<file path="src/sbst_pkg.sv">
`default_nettype none
package sbst_pkg;
   // ----------------------------------------------------------------
   // Instruction register
   // ----------------------------------------------------------------
   localparam int         IR_W        = 3;
   localparam logic [2:0] IR_EXTEST   = 3'h0;
   localparam logic [2:0] IR_IDCODE   = 3'h1;
   localparam logic [2:0] IR_SAMPLEZ  = 3'h2;
   localparam logic [2:0] IR_SAMPLE   = 3'h4;
   localparam logic [2:0] IR_BYPASS   = 3'h7;
   localparam logic [2:0] IR_RESET    = IR_IDCODE;
   localparam logic [2:0] IR_CAPTURE  = 3'h1;
   // ----------------------------------------------------------------
   // Data registers
   // ----------------------------------------------------------------
   localparam int          Q_W        = 36;
   localparam int          PAD_W      = Q_W + 2;
   localparam int          BSR_LEN    = 110;
   localparam int          CTRL_BIT   = 109;
   localparam int          IN_LSB     = PAD_W;
   localparam int          IN_W       = CTRL_BIT - PAD_W;
   localparam int          ID_W       = 32;
   // Arbitrary identification value; bit 0 set as the scan standard asks
   localparam logic [31:0] ID_VALUE   = 32'h0A5C_3E01;
   localparam logic [BSR_LEN-1:0] BSR_RESET = '0;

   typedef struct packed {
      logic           echo_clock_out;
      logic           echo_clock_out_n;
      logic [Q_W-1:0] q;
   } sbst_pad_t;

   typedef enum logic [3:0] {
      TLR, RTI, SEL_DR, CAP_DR, SH_DR, EX1_DR, PAU_DR, EX2_DR, UPD_DR,
      SEL_IR, CAP_IR, SH_IR, EX1_IR, PAU_IR, EX2_IR, UPD_IR
   } sbst_state_t;
endpackage
`default_nettype wire

</file>
<file path="src/sbst_tap.sv">
// Behaviour
// - Tristate-sample forces read-data pins high impedance and captures pad values.
// - Output control status comes from boundary scan bit 109.
// - Control bit updates only in Update-DR under extest or sample.
// - Extest: echo clocks drive update data; read data driven if control 1, else Z.
// - Idcode, sample, bypass: pins carry normal memory output regardless of control.
// - Tristate-sample: echo-clock and read-data pins all high impedance.
// - Extest and tristate-sample: output cells capture actual pad levels.
// - Sample: echo cells capture internal; data cells internal when reading, else pad.
// - Output cell capture undefined under idcode and bypass.
// - Idcode loaded at reset and on each tck rise while in test-logic-reset.
// - Bypass loaded: single bypass bit between TDI and TDO in shift-DR.
`timescale 1ns/1ps
`default_nettype none
module sbst_tap
   import sbst_pkg::*;
(
   input  wire logic                 clk,
   input  wire logic                 reset_n,
   input  wire logic                 tck,
   input  wire logic                 tms,
   input  wire logic                 tdi,
   output logic                      tdo,
   output logic                      tdo_oe_n,
   input  wire sbst_pkg::sbst_pad_t  sram_out,
   input  wire logic                 sram_read,
   input  wire sbst_pkg::sbst_pad_t  pad_in,
   input  wire logic [sbst_pkg::IN_W-1:0] in_pads,
   output var sbst_pkg::sbst_pad_t   pad_out,
   output logic                      echo_oe_n,
   output logic                      q_oe_n
);
   import sbst_pkg::*;

   // ----------------------------------------------------------------
   // Synchronisers
   // ----------------------------------------------------------------
   logic [2:0]      tck_s;
   logic [1:0]      tms_s, tdi_s;
   sbst_pad_t       pad_s1, pad_s2;
   logic [IN_W-1:0] in_s1, in_s2;
   logic            tck_rise, tck_fall;

   always_ff @(posedge clk or negedge reset_n) begin
      if (!reset_n) begin
         tck_s  <= '0;
         tms_s  <= 2'h3;
         tdi_s  <= 2'h3;
         pad_s1 <= '0;
         pad_s2 <= '0;
         in_s1  <= '0;
         in_s2  <= '0;
      end else begin
         tck_s  <= {tck_s[1:0], tck};
         tms_s  <= {tms_s[0], tms};
         tdi_s  <= {tdi_s[0], tdi};
         pad_s1 <= pad_in;
         pad_s2 <= pad_s1;
         in_s1  <= in_pads;
         in_s2  <= in_s1;
      end
   end

   // Edges found on stages two and three only
   assign tck_rise = tck_s[1] & ~tck_s[2];
   assign tck_fall = ~tck_s[1] & tck_s[2];

   // ----------------------------------------------------------------
   // TAP state, registers and pins
   // ----------------------------------------------------------------
   sbst_state_t          state, next_state;
   logic [IR_W-1:0]      ir, next_ir, ir_sh, next_ir_sh;
   logic [BSR_LEN-1:0]   bsr_sh, next_bsr_sh, upd, next_upd;
   logic [ID_W-1:0]      id_sh, next_id_sh;
   logic                 byp, next_byp;
   logic                 next_tdo, next_tdo_oe_n;
   sbst_pad_t            next_pad_out, cap_pad;
   logic                 next_echo_oe_n, next_q_oe_n;

   function automatic sbst_state_t tap_step(sbst_state_t s, logic m);
      case (s)
         TLR:     tap_step = m ? TLR    : RTI;
         RTI:     tap_step = m ? SEL_DR : RTI;
         SEL_DR:  tap_step = m ? SEL_IR : CAP_DR;
         CAP_DR:  tap_step = m ? EX1_DR : SH_DR;
         SH_DR:   tap_step = m ? EX1_DR : SH_DR;
         EX1_DR:  tap_step = m ? UPD_DR : PAU_DR;
         PAU_DR:  tap_step = m ? EX2_DR : PAU_DR;
         EX2_DR:  tap_step = m ? UPD_DR : SH_DR;
         UPD_DR:  tap_step = m ? SEL_DR : RTI;
         SEL_IR:  tap_step = m ? TLR    : CAP_IR;
         CAP_IR:  tap_step = m ? EX1_IR : SH_IR;
         SH_IR:   tap_step = m ? EX1_IR : SH_IR;
         EX1_IR:  tap_step = m ? UPD_IR : PAU_IR;
         PAU_IR:  tap_step = m ? EX2_IR : PAU_IR;
         EX2_IR:  tap_step = m ? UPD_IR : SH_IR;
         UPD_IR:  tap_step = m ? SEL_DR : RTI;
         default: tap_step = TLR;
      endcase
   endfunction

   always_comb begin
      next_state     = state;
      next_ir        = ir;
      next_ir_sh     = ir_sh;
      next_bsr_sh    = bsr_sh;
      next_upd       = upd;
      next_id_sh     = id_sh;
      next_byp       = byp;
      next_tdo       = tdo;
      next_tdo_oe_n  = tdo_oe_n;
      cap_pad        = pad_s2;
      if (ir == IR_SAMPLE) begin
         cap_pad.echo_clock_out   = sram_out.echo_clock_out;
         cap_pad.echo_clock_out_n = sram_out.echo_clock_out_n;
         cap_pad.q = sram_read ? sram_out.q : pad_s2.q;
      end
      if (tck_rise) begin
         next_state = tap_step(state, tms_s[1]);
         case (state)
            TLR:    next_ir = IR_RESET;
            CAP_IR: next_ir_sh = IR_CAPTURE;
            SH_IR:  next_ir_sh = {tdi_s[1], ir_sh[IR_W-1:1]};
            CAP_DR: begin
               case (ir)
                  IR_EXTEST, IR_SAMPLEZ, IR_SAMPLE: begin
                     // Pad or internal per instruction and read activity
                     next_bsr_sh[PAD_W-1:0] = cap_pad;
                     next_bsr_sh[IN_LSB +: IN_W] = in_s2;
                     next_bsr_sh[CTRL_BIT] = upd[CTRL_BIT];
                  end
                  IR_IDCODE: next_id_sh = ID_VALUE;
                  // Output cells left untouched: their content is undefined
                  default:   next_byp = 1'b0;
               endcase
            end
            SH_DR: begin
               case (ir)
                  IR_EXTEST, IR_SAMPLEZ, IR_SAMPLE:
                     next_bsr_sh = {tdi_s[1], bsr_sh[BSR_LEN-1:1]};
                  IR_IDCODE: next_id_sh = {tdi_s[1], id_sh[ID_W-1:1]};
                  // Reserved codes behave as bypass; never loaded by the tester
                  default:   next_byp = tdi_s[1];
               endcase
            end
            default: ;
         endcase
      end
      if (tck_fall) begin
         case (state)
            UPD_IR: next_ir = ir_sh;
            UPD_DR:
               if (ir == IR_EXTEST || ir == IR_SAMPLE)
                  next_upd = bsr_sh;
            default: ;
         endcase
         next_tdo_oe_n = !(state == SH_IR || state == SH_DR);
         if (state == SH_IR)
            next_tdo = ir_sh[0];
         else if (state == SH_DR) begin
            case (ir)
               IR_EXTEST, IR_SAMPLEZ, IR_SAMPLE: next_tdo = bsr_sh[0];
               IR_IDCODE: next_tdo = id_sh[0];
               default:   next_tdo = byp;
            endcase
         end
      end
      // Pin drive follows the instruction in force
      next_pad_out   = sram_out;
      next_echo_oe_n = 1'b0;
      next_q_oe_n    = !sram_read;
      case (ir)
         IR_EXTEST: begin
            next_pad_out = upd[PAD_W-1:0];
            next_q_oe_n  = !upd[CTRL_BIT];
         end
         IR_SAMPLEZ: begin
            next_echo_oe_n = 1'b1;
            next_q_oe_n    = 1'b1;
         end
         default: ;
      endcase
   end

   always_ff @(posedge clk or negedge reset_n) begin
      if (!reset_n) begin
         state     <= TLR;
         ir        <= IR_RESET;
         ir_sh     <= '0;
         bsr_sh    <= BSR_RESET;
         upd       <= BSR_RESET;
         id_sh     <= '0;
         byp       <= 1'b0;
         tdo       <= 1'b0;
         tdo_oe_n  <= 1'b1;
         pad_out   <= '0;
         echo_oe_n <= 1'b1;
         q_oe_n    <= 1'b1;
      end else begin
         state     <= next_state;
         ir        <= next_ir;
         ir_sh     <= next_ir_sh;
         bsr_sh    <= next_bsr_sh;
         upd       <= next_upd;
         id_sh     <= next_id_sh;
         byp       <= next_byp;
         tdo       <= next_tdo;
         tdo_oe_n  <= next_tdo_oe_n;
         pad_out   <= next_pad_out;
         echo_oe_n <= next_echo_oe_n;
         q_oe_n    <= next_q_oe_n;
      end
   end

   // ----------------------------------------------------------------
   // Checks
   // ----------------------------------------------------------------
   property p_ir_load;
      @(posedge clk) disable iff (!reset_n)
      (tck_fall && state == UPD_IR) |=> (ir == $past(ir_sh));
   endproperty
   a_ir_load: assert property (p_ir_load) else $error("IR not loaded");

   property p_samplez_hiz;
      @(posedge clk) disable iff (!reset_n)
      ($past(ir) == IR_SAMPLEZ) |-> (q_oe_n && echo_oe_n);
   endproperty
   a_samplez_hiz: assert property (p_samplez_hiz) else $error("pins driven");

   property p_extest_q;
      @(posedge clk) disable iff (!reset_n)
      ($past(ir) == IR_EXTEST) |-> (q_oe_n == !$past(upd[CTRL_BIT]) && !echo_oe_n
                                    && pad_out == $past(upd[PAD_W-1:0]));
   endproperty
   a_extest_q: assert property (p_extest_q) else $error("extest drive");

   property p_ctrl_upd;
      @(posedge clk) disable iff (!reset_n)
      (upd[CTRL_BIT] != $past(upd[CTRL_BIT])) |->
         ($past(tck_fall) && $past(state) == UPD_DR
          && ($past(ir) == IR_EXTEST || $past(ir) == IR_SAMPLE));
   endproperty
   a_ctrl_upd: assert property (p_ctrl_upd) else $error("control bit moved");

   property p_normal;
      @(posedge clk) disable iff (!reset_n)
      // Reset values still stand on the first edge after release
      $past(reset_n) && ($past(ir) == IR_IDCODE || $past(ir) == IR_BYPASS
                         || $past(ir) == IR_SAMPLE)
         |-> (pad_out == $past(sram_out) && q_oe_n == !$past(sram_read)
              && !echo_oe_n);
   endproperty
   a_normal: assert property (p_normal) else $error("normal path");

   property p_pad_cap;
      @(posedge clk) disable iff (!reset_n)
      (tck_rise && state == CAP_DR && (ir == IR_EXTEST || ir == IR_SAMPLEZ))
         |=> (bsr_sh[PAD_W-1:0] == $past(pad_s2));
   endproperty
   a_pad_cap: assert property (p_pad_cap) else $error("pad capture");

   property p_sample_cap;
      @(posedge clk) disable iff (!reset_n)
      (tck_rise && state == CAP_DR && ir == IR_SAMPLE && sram_read)
         |=> (bsr_sh[PAD_W-1:0] == $past(sram_out));
   endproperty
   a_sample_cap: assert property (p_sample_cap) else $error("sample capture");

   property p_tlr;
      @(posedge clk) disable iff (!reset_n)
      (tck_rise && state == TLR) |=> (ir == IR_IDCODE) ##1 (ir == IR_IDCODE);
   endproperty
   a_tlr: assert property (p_tlr) else $error("idcode not default");

   property p_bypass;
      @(posedge clk) disable iff (!reset_n)
      (tck_rise && state == SH_DR && ir == IR_BYPASS) |=> (byp == $past(tdi_s[1]));
   endproperty
   a_bypass: assert property (p_bypass) else $error("bypass shift");

   property p_tdo_fall;
      @(posedge clk) disable iff (!reset_n)
      (tdo != $past(tdo)) |-> $past(tck_fall);
   endproperty
   a_tdo_fall: assert property (p_tdo_fall) else $error("tdo off falling edge");
endmodule // sbst_tap
`default_nettype wire

</file>
<file path="config.mk">
export PLATFORM = sky130hd
export DESIGN_NAME = sbst_tap
export DESIGN_NICKNAME = d
export VERILOG_FILES = /design/src/sbst_pkg.sv /design/src/sbst_tap.sv
export SDC_FILE = /design/constraint.sdc
export NUM_CORES = 1
export LEC_CHECK = 0
export BUFFER_PORTS_ARGS = -buffer_cell sky130_fd_sc_hd__buf_2
export CAP_MARGIN = 20
export CELL_PAD_IN_SITES_DETAIL_PLACEMENT = 0
export CELL_PAD_IN_SITES_GLOBAL_PLACEMENT = 1
export CORE_AREA = 8 8 188 190
export CTS_CLUSTER_SIZE = 20
export DETAILED_ROUTE_END_ITERATION = 12
export DIE_AREA = 0 0 196 198
export PLACE_DENSITY_LB_ADDON = 0.1
export SLEW_MARGIN = 20
export SYNTH_ARGS = -nofsm -noshare
export SYNTH_HDL_FRONTEND = slang
export SYNTH_SLANG_ARGS = --single-unit
export TNS_END_PERCENT = 30
</file>
<file path="constraint.sdc">
create_clock -name clk -period 4.6 [get_ports clk]
set_clock_uncertainty 0.05 [all_clocks]
set_input_delay 0.69 -clock clk [delete_from_list [all_inputs] [get_ports clk]]
set_output_delay 0.69 -clock clk [all_outputs]
set_load 0.05 [all_outputs]
</file>
Word-level counts from Yosys, hierarchy flattened:

Cells that the tools add are included.

* flip-flop bits (word level): 530
* latch bits: 0
* memory bits (writable): 0
* memory bits (read-only): 0
* bits of input ports: 153
* output and inout port bits: 42
* word-level logic and storage cells: 109
* memories: 0

* add/subtract/negate cells: 0
* multiply operators: 0
* div/mod/pow operators: 0
* order comparisons: 0
* equality and inequality tests: 24
* shift operators: 0
* multiplexer cells: 35
* bitwise operators: 4
* reduce and logical (&&, ||, !) cells: 21

Operators with widths (count)
* $mux W110: 2
* $pmux W110 S2: 1
* $mux W38: 2
* $mux W32: 2
* $pmux W32 S2: 1
* $pmux W4 S12: 1
* $mux W36: 1
* $eq A4 B4 Y1 const B: 8
* $mux W3: 6
* $eq A4 B3 Y1 const B: 4
* $mux W4: 4
* $reduce_and A4 Y1: 3
* $eq A4 B2 Y1 const B: 2
* $mux W1: 8
* $ne A2 B2 Y1 const B: 4
* $mux W2: 3
* $pmux W1 S2: 3
* $pmux W3 S2: 1
* $reduce_bool A2 Y1: 3
* $reduce_or A3 Y1: 2
* $eq A4 B1 Y1 const B: 1
* $logic_not A4 Y1: 1
* $ne A2 B1 Y1 const B: 2
* $reduce_and A2 Y1: 2
* other kinds (11): 17

Depth between registers and ports, before layout:

Gate-level depths: netlist of the first run.

* word-level depth: 5
* gate-level depth with buffers: 8
* mapped depth without buffers: 4

Worst setup path after synthesis of the first run:

No wires, ideal clock.

* path kind: input port to flip-flop
* from: in sram_read
* to: reg bsr_sh[31]
* setup time: 0.118 ns
* arrival time: 1.633 ns
* required time: 4.432 ns
* setup slack: 2.799 ns
* cell stages on the path: 6
* buffers on the path: 2
* cell sequence: and4bb_1 buf_6 buf_6 mux2i_1 a211oi_2 a21o_1

* longest elaborated chain between the ends: 4

Ends and longest elaborated chain
* start: declaration: line sbst_tap.sv:26 `input wire logic sram_read,`
* $mux W36: line sbst_tap.sv:116 `cap_pad.q = sram_read ? sram_out.q : pad_s2.q;`
* $mux W38: line sbst_tap.sv:113 `if (ir == IR_SAMPLE) begin`
* $mux W110: line sbst_tap.sv:125 `case (ir)`
* $pmux W110 S2: line sbst_tap.sv:120 `case (state)`
* end signal: assignment: line sbst_tap.sv:203 `bsr_sh <= next_bsr_sh;`
* end: declaration: line sbst_tap.sv:73 `logic [BSR_LEN-1:0] bsr_sh, next_bsr_sh, upd, next_upd;`

No other way between the ends. The select of a mux whose other input is x is not followed.
A chain may end at the register's enable or synchronous reset.

Worst setup path after layout of the first run:

* from: reg ir[1]
* to: reg bsr_sh[34]

* longest elaborated chain between the ends: 4
* elaborated cells on any way between the ends: 10
* those cells by class: eq/ne (4); mux (3); reduce/logical (3)

Ends and longest elaborated chain
* start: declaration: line sbst_tap.sv:72 `logic [IR_W-1:0] ir, next_ir, ir_sh, next_ir_sh;`
* start signal: assignment: line sbst_tap.sv:201 `ir <= next_ir;`
* $eq A3 B3 Y1 (tied with other cells): line sbst_tap.sv:113, sbst_tap.sv:125, sbst_tap.sv:138
* $reduce_or A3 Y1 or $mux W38 (tied branches): line sbst_tap.sv:125, sbst_tap.sv:138, sbst_tap.sv:113
* $ne A2 B2 Y1 (no line) (tied with other cells)
* $reduce_and A4 Y1 (no line) or $pmux W110 S2 (tied branches)

Several ways; a longest one is shown, not always the timed one. The select of a mux whose other input is x is not followed.

==> summary.txt, run 1 <==
Routed Antenna Nets: 0
number of search-and-repair iterations in the first detailed-routing pass: 4
Cell Int Power: 0.007513 W
final number of max-transition violations: 0
boundary pin count: 195
dominant cells by area after synthesis: sky130_fd_sc_hd__dfrtp_1, sky130_fd_sc_hd__mux2i_1, sky130_fd_sc_hd__mux2_2
Net Switching: 0.002993 W
overall via count from detail_route: 8980
Layout area overhead: 16.73%
core footprint: 0.03221 mm2
final estimated routing congestion in global placement: 0.7484
starting density of the core: 50.52%
Max Clk Rate: 406.3 MHz
global-route usage over all layers: 15.64%
CTS HTree Levels: 2
Post-synth EDFFs: 0
HPWL Detailed: 18.71 mm
count of standard-cell rows: 66
kind of capture point of the worst setup path: flop
leak pwr: 8.598 nW
total DRC errors in the routed layout: 0
root buf cell: sky130_fd_sc_hd__clkbuf_16
Power per Cell Area: 553.1 mW/mm2
portion of the post-synthesis area used by sequential elements: 70.65%
kind of launch point of the worst setup path: flop
data required time of the worst path: 4.98 ns
endpoint of the lowest-slack register-to-register path: bsr_sh[34]
number of global-route vias before repair: 9409
worst slack at placement: 1.839 ns
worst relative slew slack: 40.52%
x dimension of the die: 196 um
antenna violations before repair: 2
Max Buffers Root-to-Sink: 3
count of buffers from port buffering: 194
clock input transition at the sequential cells of the worst setup and hold paths: 0.06 ns
Sw Ratio: 28.48%
Filler Cell Count: 2595
mean instance size in the synthesized netlist: 14.09 um2
Detailed Route WL: 30.00 mm
Net Count, Synth: 1308
final layout net count: 1495
post-route minimum period: 2.461 ns
worst ir drop on vdd: 0.3208 mV
fraction of registers with async set/reset: 100.0%
slew at the pin closest to its max-slew limit: 0.8922 ns
area leader, netlist: sky130_fd_sc_hd__dfrtp_1
beginning of the worst register-to-register path: ir[1]
Worst R2R Path Depth: 5
total count of hold-check failures in the final report: 0
proportion of power drawn by the clock network: 34.1%
Setup crit end: bsr_sh[34]
remaining global-route overflow: 0
Die Ht: 198 um
Most used DFF post-synth: sky130_fd_sc_hd__dfrtp_1
CTS buffer count: 47
TritonCTS clock tree: yes
first-pass GRT wire length: 49.60 mm
path type of the worst min-delay path: input pin to asynchronous set/reset pin
post-synthesis sequential element count: 459
count of warnings emitted by yosys: 0
ranking of synthesized cells by instance count: sky130_fd_sc_hd__dfrtp_1, sky130_fd_sc_hd__nand2_1, sky130_fd_sc_hd__mux2i_1
number of clock sinks seen by CTS: 459
setup repair after global routing missed its margin: no
proportion of layout cells with a drive suffix above 1: 28.18%
wire length per cell after detailed routing: 16.80 um
number of violations of the max-capacitance limit: 0
Post-Syn Area: 0.01627 mm2
buffers inserted by post-CTS timing repair: 0
clock latency at the later pin of the worst-skew pair: 0.54 ns
endpoint arrival time on the critical path: 2.84 ns
total power: 0.01051 W
beginning of the critical path: ir[1]
most numerous cell in the Yosys netlist: sky130_fd_sc_hd__dfrtp_1
Tcrit/Tclk final: 53.51%
maximum net fanout on the critical path: 23
WS Path Type: flop to flop
Yosys top cell area share: 69.36%
Logic pwr share: 17.2%
status: finished clean
final setup margin: 2.139 ns
synthesized instance count: 1155
count of routing violations after the opening detailed-route iteration: 493
area enclosed by the die boundary: 0.03881 mm2
per-cell via count in the routed design: 5.028
distinct cell type count of the synthesized netlist: 50
number of gates given a new drive strength after cts: 0
number of hold buffers added after cts: 0
largest net degree at the start of global routing: 221
total setup violations reported at the end of the flow: 0
final total negative setup slack: 0 ns
Sequential Power Share: 48.7%
flop2flop setup slack: 2.14 ns
power groups by stage:
stage / Sequential (W) / Combinational, W / Clock [W]
6_report: 0.00511 / 0.00181 / 0.00358
2_1_floorplan: 0.00533 / 0.00118 / 0
3_3_place_gp: 0.00518 / 0.00182 / 0
5_1_grt: 0.00520 / 0.00201 / 0.00387
4_1_cts: 0.00512 / 0.00185 / 0.00370
3_5_place_dp: 0.00519 / 0.00185 / 0
layout by cell type, fill, tap and decap left out, types with 2 or more instances in the layout:
| cell | Yosys | final |
|---|---|---|
| sky130_fd_sc_hd__a21o_1 | 38 | 38 |
| sky130_fd_sc_hd__a21oi_1 | 10 | 10 |
| sky130_fd_sc_hd__nand2b_1 | 3 | 3 |
| sky130_fd_sc_hd__and2_1 | 2 | 2 |
| sky130_fd_sc_hd__mux2i_1 | 110 | 110 |
| sky130_fd_sc_hd__clkbuf_8 | 0 | 7 |
| sky130_fd_sc_hd__nand4_1 | 2 | 2 |
| sky130_fd_sc_hd__nor3b_2 | 3 | 3 |
| sky130_fd_sc_hd__a211oi_1 | 30 | 30 |
| sky130_fd_sc_hd__dfrtp_1 | 451 | 451 |
| sky130_fd_sc_hd__dfstp_2 | 8 | 8 |
| sky130_fd_sc_hd__nor2b_1 | 3 | 3 |
| sky130_fd_sc_hd__a211oi_2 | 8 | 8 |
| sky130_fd_sc_hd__clkinv_2 | 0 | 7 |
| sky130_fd_sc_hd__o21ai_1 | 65 | 65 |
| sky130_fd_sc_hd__o31ai_1 | 2 | 2 |
| sky130_fd_sc_hd__a31oi_1 | 3 | 3 |
| sky130_fd_sc_hd__buf_12 | 0 | 5 |
| sky130_fd_sc_hd__clkbuf_1 | 19 | 18 |
| sky130_fd_sc_hd__nand3_1 | 3 | 3 |
| sky130_fd_sc_hd__o211ai_1 | 2 | 2 |
| sky130_fd_sc_hd__inv_1 | 6 | 6 |
| sky130_fd_sc_hd__nor2_2 | 8 | 8 |
| sky130_fd_sc_hd__buf_4 | 9 | 10 |
| sky130_fd_sc_hd__mux2_2 | 80 | 80 |
| sky130_fd_sc_hd__buf_2 | 30 | 193 |
| sky130_fd_sc_hd__nor2_1 | 48 | 48 |
| sky130_fd_sc_hd__a22o_1 | 2 | 2 |
| sky130_fd_sc_hd__clkbuf_16 | 0 | 48 |
| sky130_fd_sc_hd__o21ai_0 | 43 | 43 |
| sky130_fd_sc_hd__nor3b_1 | 2 | 2 |
| sky130_fd_sc_hd__nand2_1 | 129 | 129 |
kinds of logic after synthesis:
group,synth area share (%)
flops,70.65
compound gates,8.512
simple gates,5.667
mux,12.30
buf+inv,2.814
xor+xnor,0.05384
worst min path at each step:
stage                     slack (ns)          end   startpoint  depth (start not counted)
after floorplan                 0.28     in_s2[0]     in_s1[0]                          0
after global placement          0.28    in_s2[54]    in_s1[54]                          0
after detailed placement        0.28     in_s2[0]     in_s1[0]                          0
after CTS                       0.16    in_s1[58]  in_pads[58]                          1
after global routing            0.16     tdi_s[0]          tdi                          1
final                           0.13  pad_out[34]      reset_n                          1
critical path, stage by stage, from the launching register on:
cell and delay (ns):
sky130_fd_sc_hd__dfrtp_1 0.47, sky130_fd_sc_hd__and4bb_2 0.73, sky130_fd_sc_hd__buf_4 0.51, sky130_fd_sc_hd__mux2i_1 0.29, sky130_fd_sc_hd__a211oi_2 0.09, sky130_fd_sc_hd__a21o_1 0.19
metal layers:
layer  vias up  share of wire [%]  global-route usage [%]
met5         -              0.043                       0
met4         2                2.1                   4.239
met3        54                5.0                   3.769
met2       192                 44                   23.39
met1      4388                 48                   22.70
li1       4344                  -                       -
per-stage QoR:
stage	hold slack, ns	utilization [%]	instances	area, um2
floorplan	0.2812	-	1155	16270
global placement	0.2819	54.43	1701	17530
detailed placement	0.2847	54.43	1701	17530
CTS	0.1581	58.97	1785	18990
global route	0.1620	58.98	1786	18990
finish	0.1312	58.98	1786	18990
state kept, by name, summed over array words and instances (netlist names), 4 cells and up:
name     cells
pad_s1      38
in_s1       71
upd         39
bsr_sh     110
pad_out     38
state        4
pad_s2      38
in_s2       71
id_sh       32
cell type report:
cell class	instances	area (um2)	share of cell area, %
Inverter	6	22.52	0.1186
Clock inverter	11	97.59	0.5138
Tap cell	408	510.5	2.688
Multi-Input combinational cell	619	4344	22.87
Clock buffer	73	1365	7.187
Sequential cell	459	11500	60.52
Antenna cell	1	2.502	0.01317
Timing Repair Buffer	209	1156	6.087
(Power assumes the default switching activity.)
==> run 2, diff against run 1 <==
CORE_AREA = 8 8 196 198   (was 8 8 188 190)
DIE_AREA = 0 0 204 206   (was 0 0 196 198)
clock period = 2.5 ns   (was 4.6 ns; I/O delays follow)
==> summary.txt, run 2 (synthesized netlist as in run 1, its figures left out) <==
status: finished clean
Die Ht: 206 um
Max Clk Rate: 496.6 MHz
Crit path buffers/inverters: 1
Max Buffers Root-to-Sink: 3
final total negative setup slack: 0 ns
count of routing violations after the opening detailed-route iteration: 465
TritonCTS clock tree: yes
Power per Cell Area: 973.3 mW/mm2
HPWL Detailed: 20.02 mm
final layout net count: 1646
largest net degree at the start of global routing: 91
CTS buffer count: 47
total setup violations reported at the end of the flow: 0
per-cell via count in the routed design: 4.823
antenna violations before repair: 2
number of flip-flops under the largest register name: 110
number of cells after detailed placement: 1771
count of standard-cell rows: 69
post-route minimum period: 2.014 ns
kind of launch point of the worst setup path: flop
worst slack at placement: 0.5137 ns
leak pwr: 9.343 nW
Filler Cell Count: 2817
setup repair after global routing missed its margin: no
Critical Path Slowest Stage Cell: sky130_fd_sc_hd__dfrtp_1
Routed Antenna Nets: 0
Detailed Route WL: 32.87 mm
path type of the worst min-delay path: input pin to flop
biggest regs: bsr_sh: 110 flops, in_s1: 71 flops, in_s2: 71 flops
number of search-and-repair iterations in the first detailed-routing pass: 4
kind of cell with the highest combined delay on the critical path: flip-flops
worst ir drop on vdd: 0.6309 mV
wire length per cell after detailed routing: 16.52 um
area of placed instances: 0.01782 mm2
CTS HTree Levels: 2
most frequent standard cell in the layout excluding fill and tap cells: sky130_fd_sc_hd__dfrtp_1
overall via count from detail_route: 9592
remaining global-route overflow: 0
kind of capture point of the worst setup path: flop
number of non-filler instances in the completed layout: 1989
root buf cell: sky130_fd_sc_hd__clkbuf_16
slew at the pin closest to its max-slew limit: 0.7652 ns
number of global-route vias before repair: 10410
maximum net fanout on the critical path: 78
final number of max-transition violations: 0
count of buffers from port buffering: 194
global-route usage over all layers: 16.09%
maximum cell stage delay along the critical path: 0.59 ns
WS Path Type: flop to flop
starting density of the core: 46.20%
final std cell area, no fill: 0.02077 mm2
x dimension of the die: 204 um
cell chain of the critical path: nor3b_2 -> o211ai_4 -> buf_12 -> a211oi_1 -> a21o_1
Antenna Cells: 0
Layout area overhead: 27.66%
total DRC errors in the routed layout: 0
worst relative slew slack: 48.88%
Tcrit/Tclk final: 80.54%
final setup margin: 0.4865 ns
boundary pin count: 195
proportion of layout cells with a drive suffix above 1: 26.90%
area enclosed by the die boundary: 0.04202 mm2
final estimated routing congestion in global placement: 0.7565
endpoint arrival time on the critical path: 2.46 ns
clock latency at the later pin of the worst-skew pair: 0.56 ns
number of gates given a new drive strength after cts: 0
largest reg by FF count: bsr_sh
core footprint: 0.03522 mm2
commonest cells after routing, fill and taps aside: sky130_fd_sc_hd__dfrtp_1, sky130_fd_sc_hd__buf_2, sky130_fd_sc_hd__dlygate4sd3_1
total count of hold-check failures in the final report: 0
clock input transition at the sequential cells of the worst setup and hold paths: 0.06 ns
first-pass GRT wire length: 54.50 mm
number of clock sinks seen by CTS: 459
number of violations of the max-capacitance limit: 0
data required time of the worst path: 2.95 ns
[run 2: cell type report]
type                    count  area [um2]  area share, %
well taps                 461       576.8          2.777
repair buffers            360        2713          13.06
multi-input cells         619        4353          20.96
clock buffers              71        1398          6.728
clock inverters            13       214.0          1.030
flip-flops and latches    459       11500          55.34
inverters                   6       22.52         0.1084
[run 2: path summary, 6_finish.rpt]
| path | startpoint | endpoint | slack (ns) | cells after the start |
|---|---|---|---|---|
| max | state[2] | bsr_sh[22] | 0.49 | 5 |
| min | sram_out[20] | pad_out[20] | 0.04 | 2 |
| max reg2reg | state[2] | bsr_sh[22] | 0.49 | 5 |
| min reg2reg | in_s1[64] | in_s2[64] | 0.29 | 0 |
| max in group asynchronous | reset_n | in_s2[51] | 1.25 | 3 |
| min in group asynchronous | reset_n | bsr_sh[30] | 0.32 | 2 |
[run 2: metrics by stage]
| stage | util (%) | hold WS, ns | power, W |
|---|---|---|---|
| after floorplan | - | 0.02941 | 0.01199 |
| after global placement | 50.59 | 0.2819 | 0.01303 |
| after detailed placement | 50.59 | 0.2847 | 0.01309 |
| after CTS | 58.97 | 0.0004780 | 0.02054 |
| after global routing | 58.97 | 0.01186 | 0.02129 |
| final | 58.97 | 0.03622 | 0.02022 |
[run 2: routing by layer]
layer,vias to the layer above,wire (um),GRT usage (%)
met5,-,27,0
met3,53,1597,3.699
met4,4,654,4.731
met1,4702,15090,21.47
met2,184,15500,26.18
li1,4649,-,-
[run 2: repair_timing]
item | CTS | global route
hold buffers | 134 | 0
setup buffers | 0 | 0
hold endpoints to repair | 170 | 0
[run 2: power breakdown]
part / internal [W] / switching, W / total, W / leakage, nW
clock network: 0.00437 / 0.00278 / 0.00715 / 0.783
registers: 0.00865 / 0.000739 / 0.00939 / 5.58
logic: 0.00155 / 0.00213 / 0.00368 / 2.98
[run 2: worst reg2reg max path, cell delays in order (launching register included)]
cell,delay [ns]
sky130_fd_sc_hd__dfrtp_1,0.59
sky130_fd_sc_hd__nor3b_2,0.46
sky130_fd_sc_hd__o211ai_4,0.16
sky130_fd_sc_hd__buf_12,0.22
sky130_fd_sc_hd__a211oi_1,0.35
sky130_fd_sc_hd__a21o_1,0.12
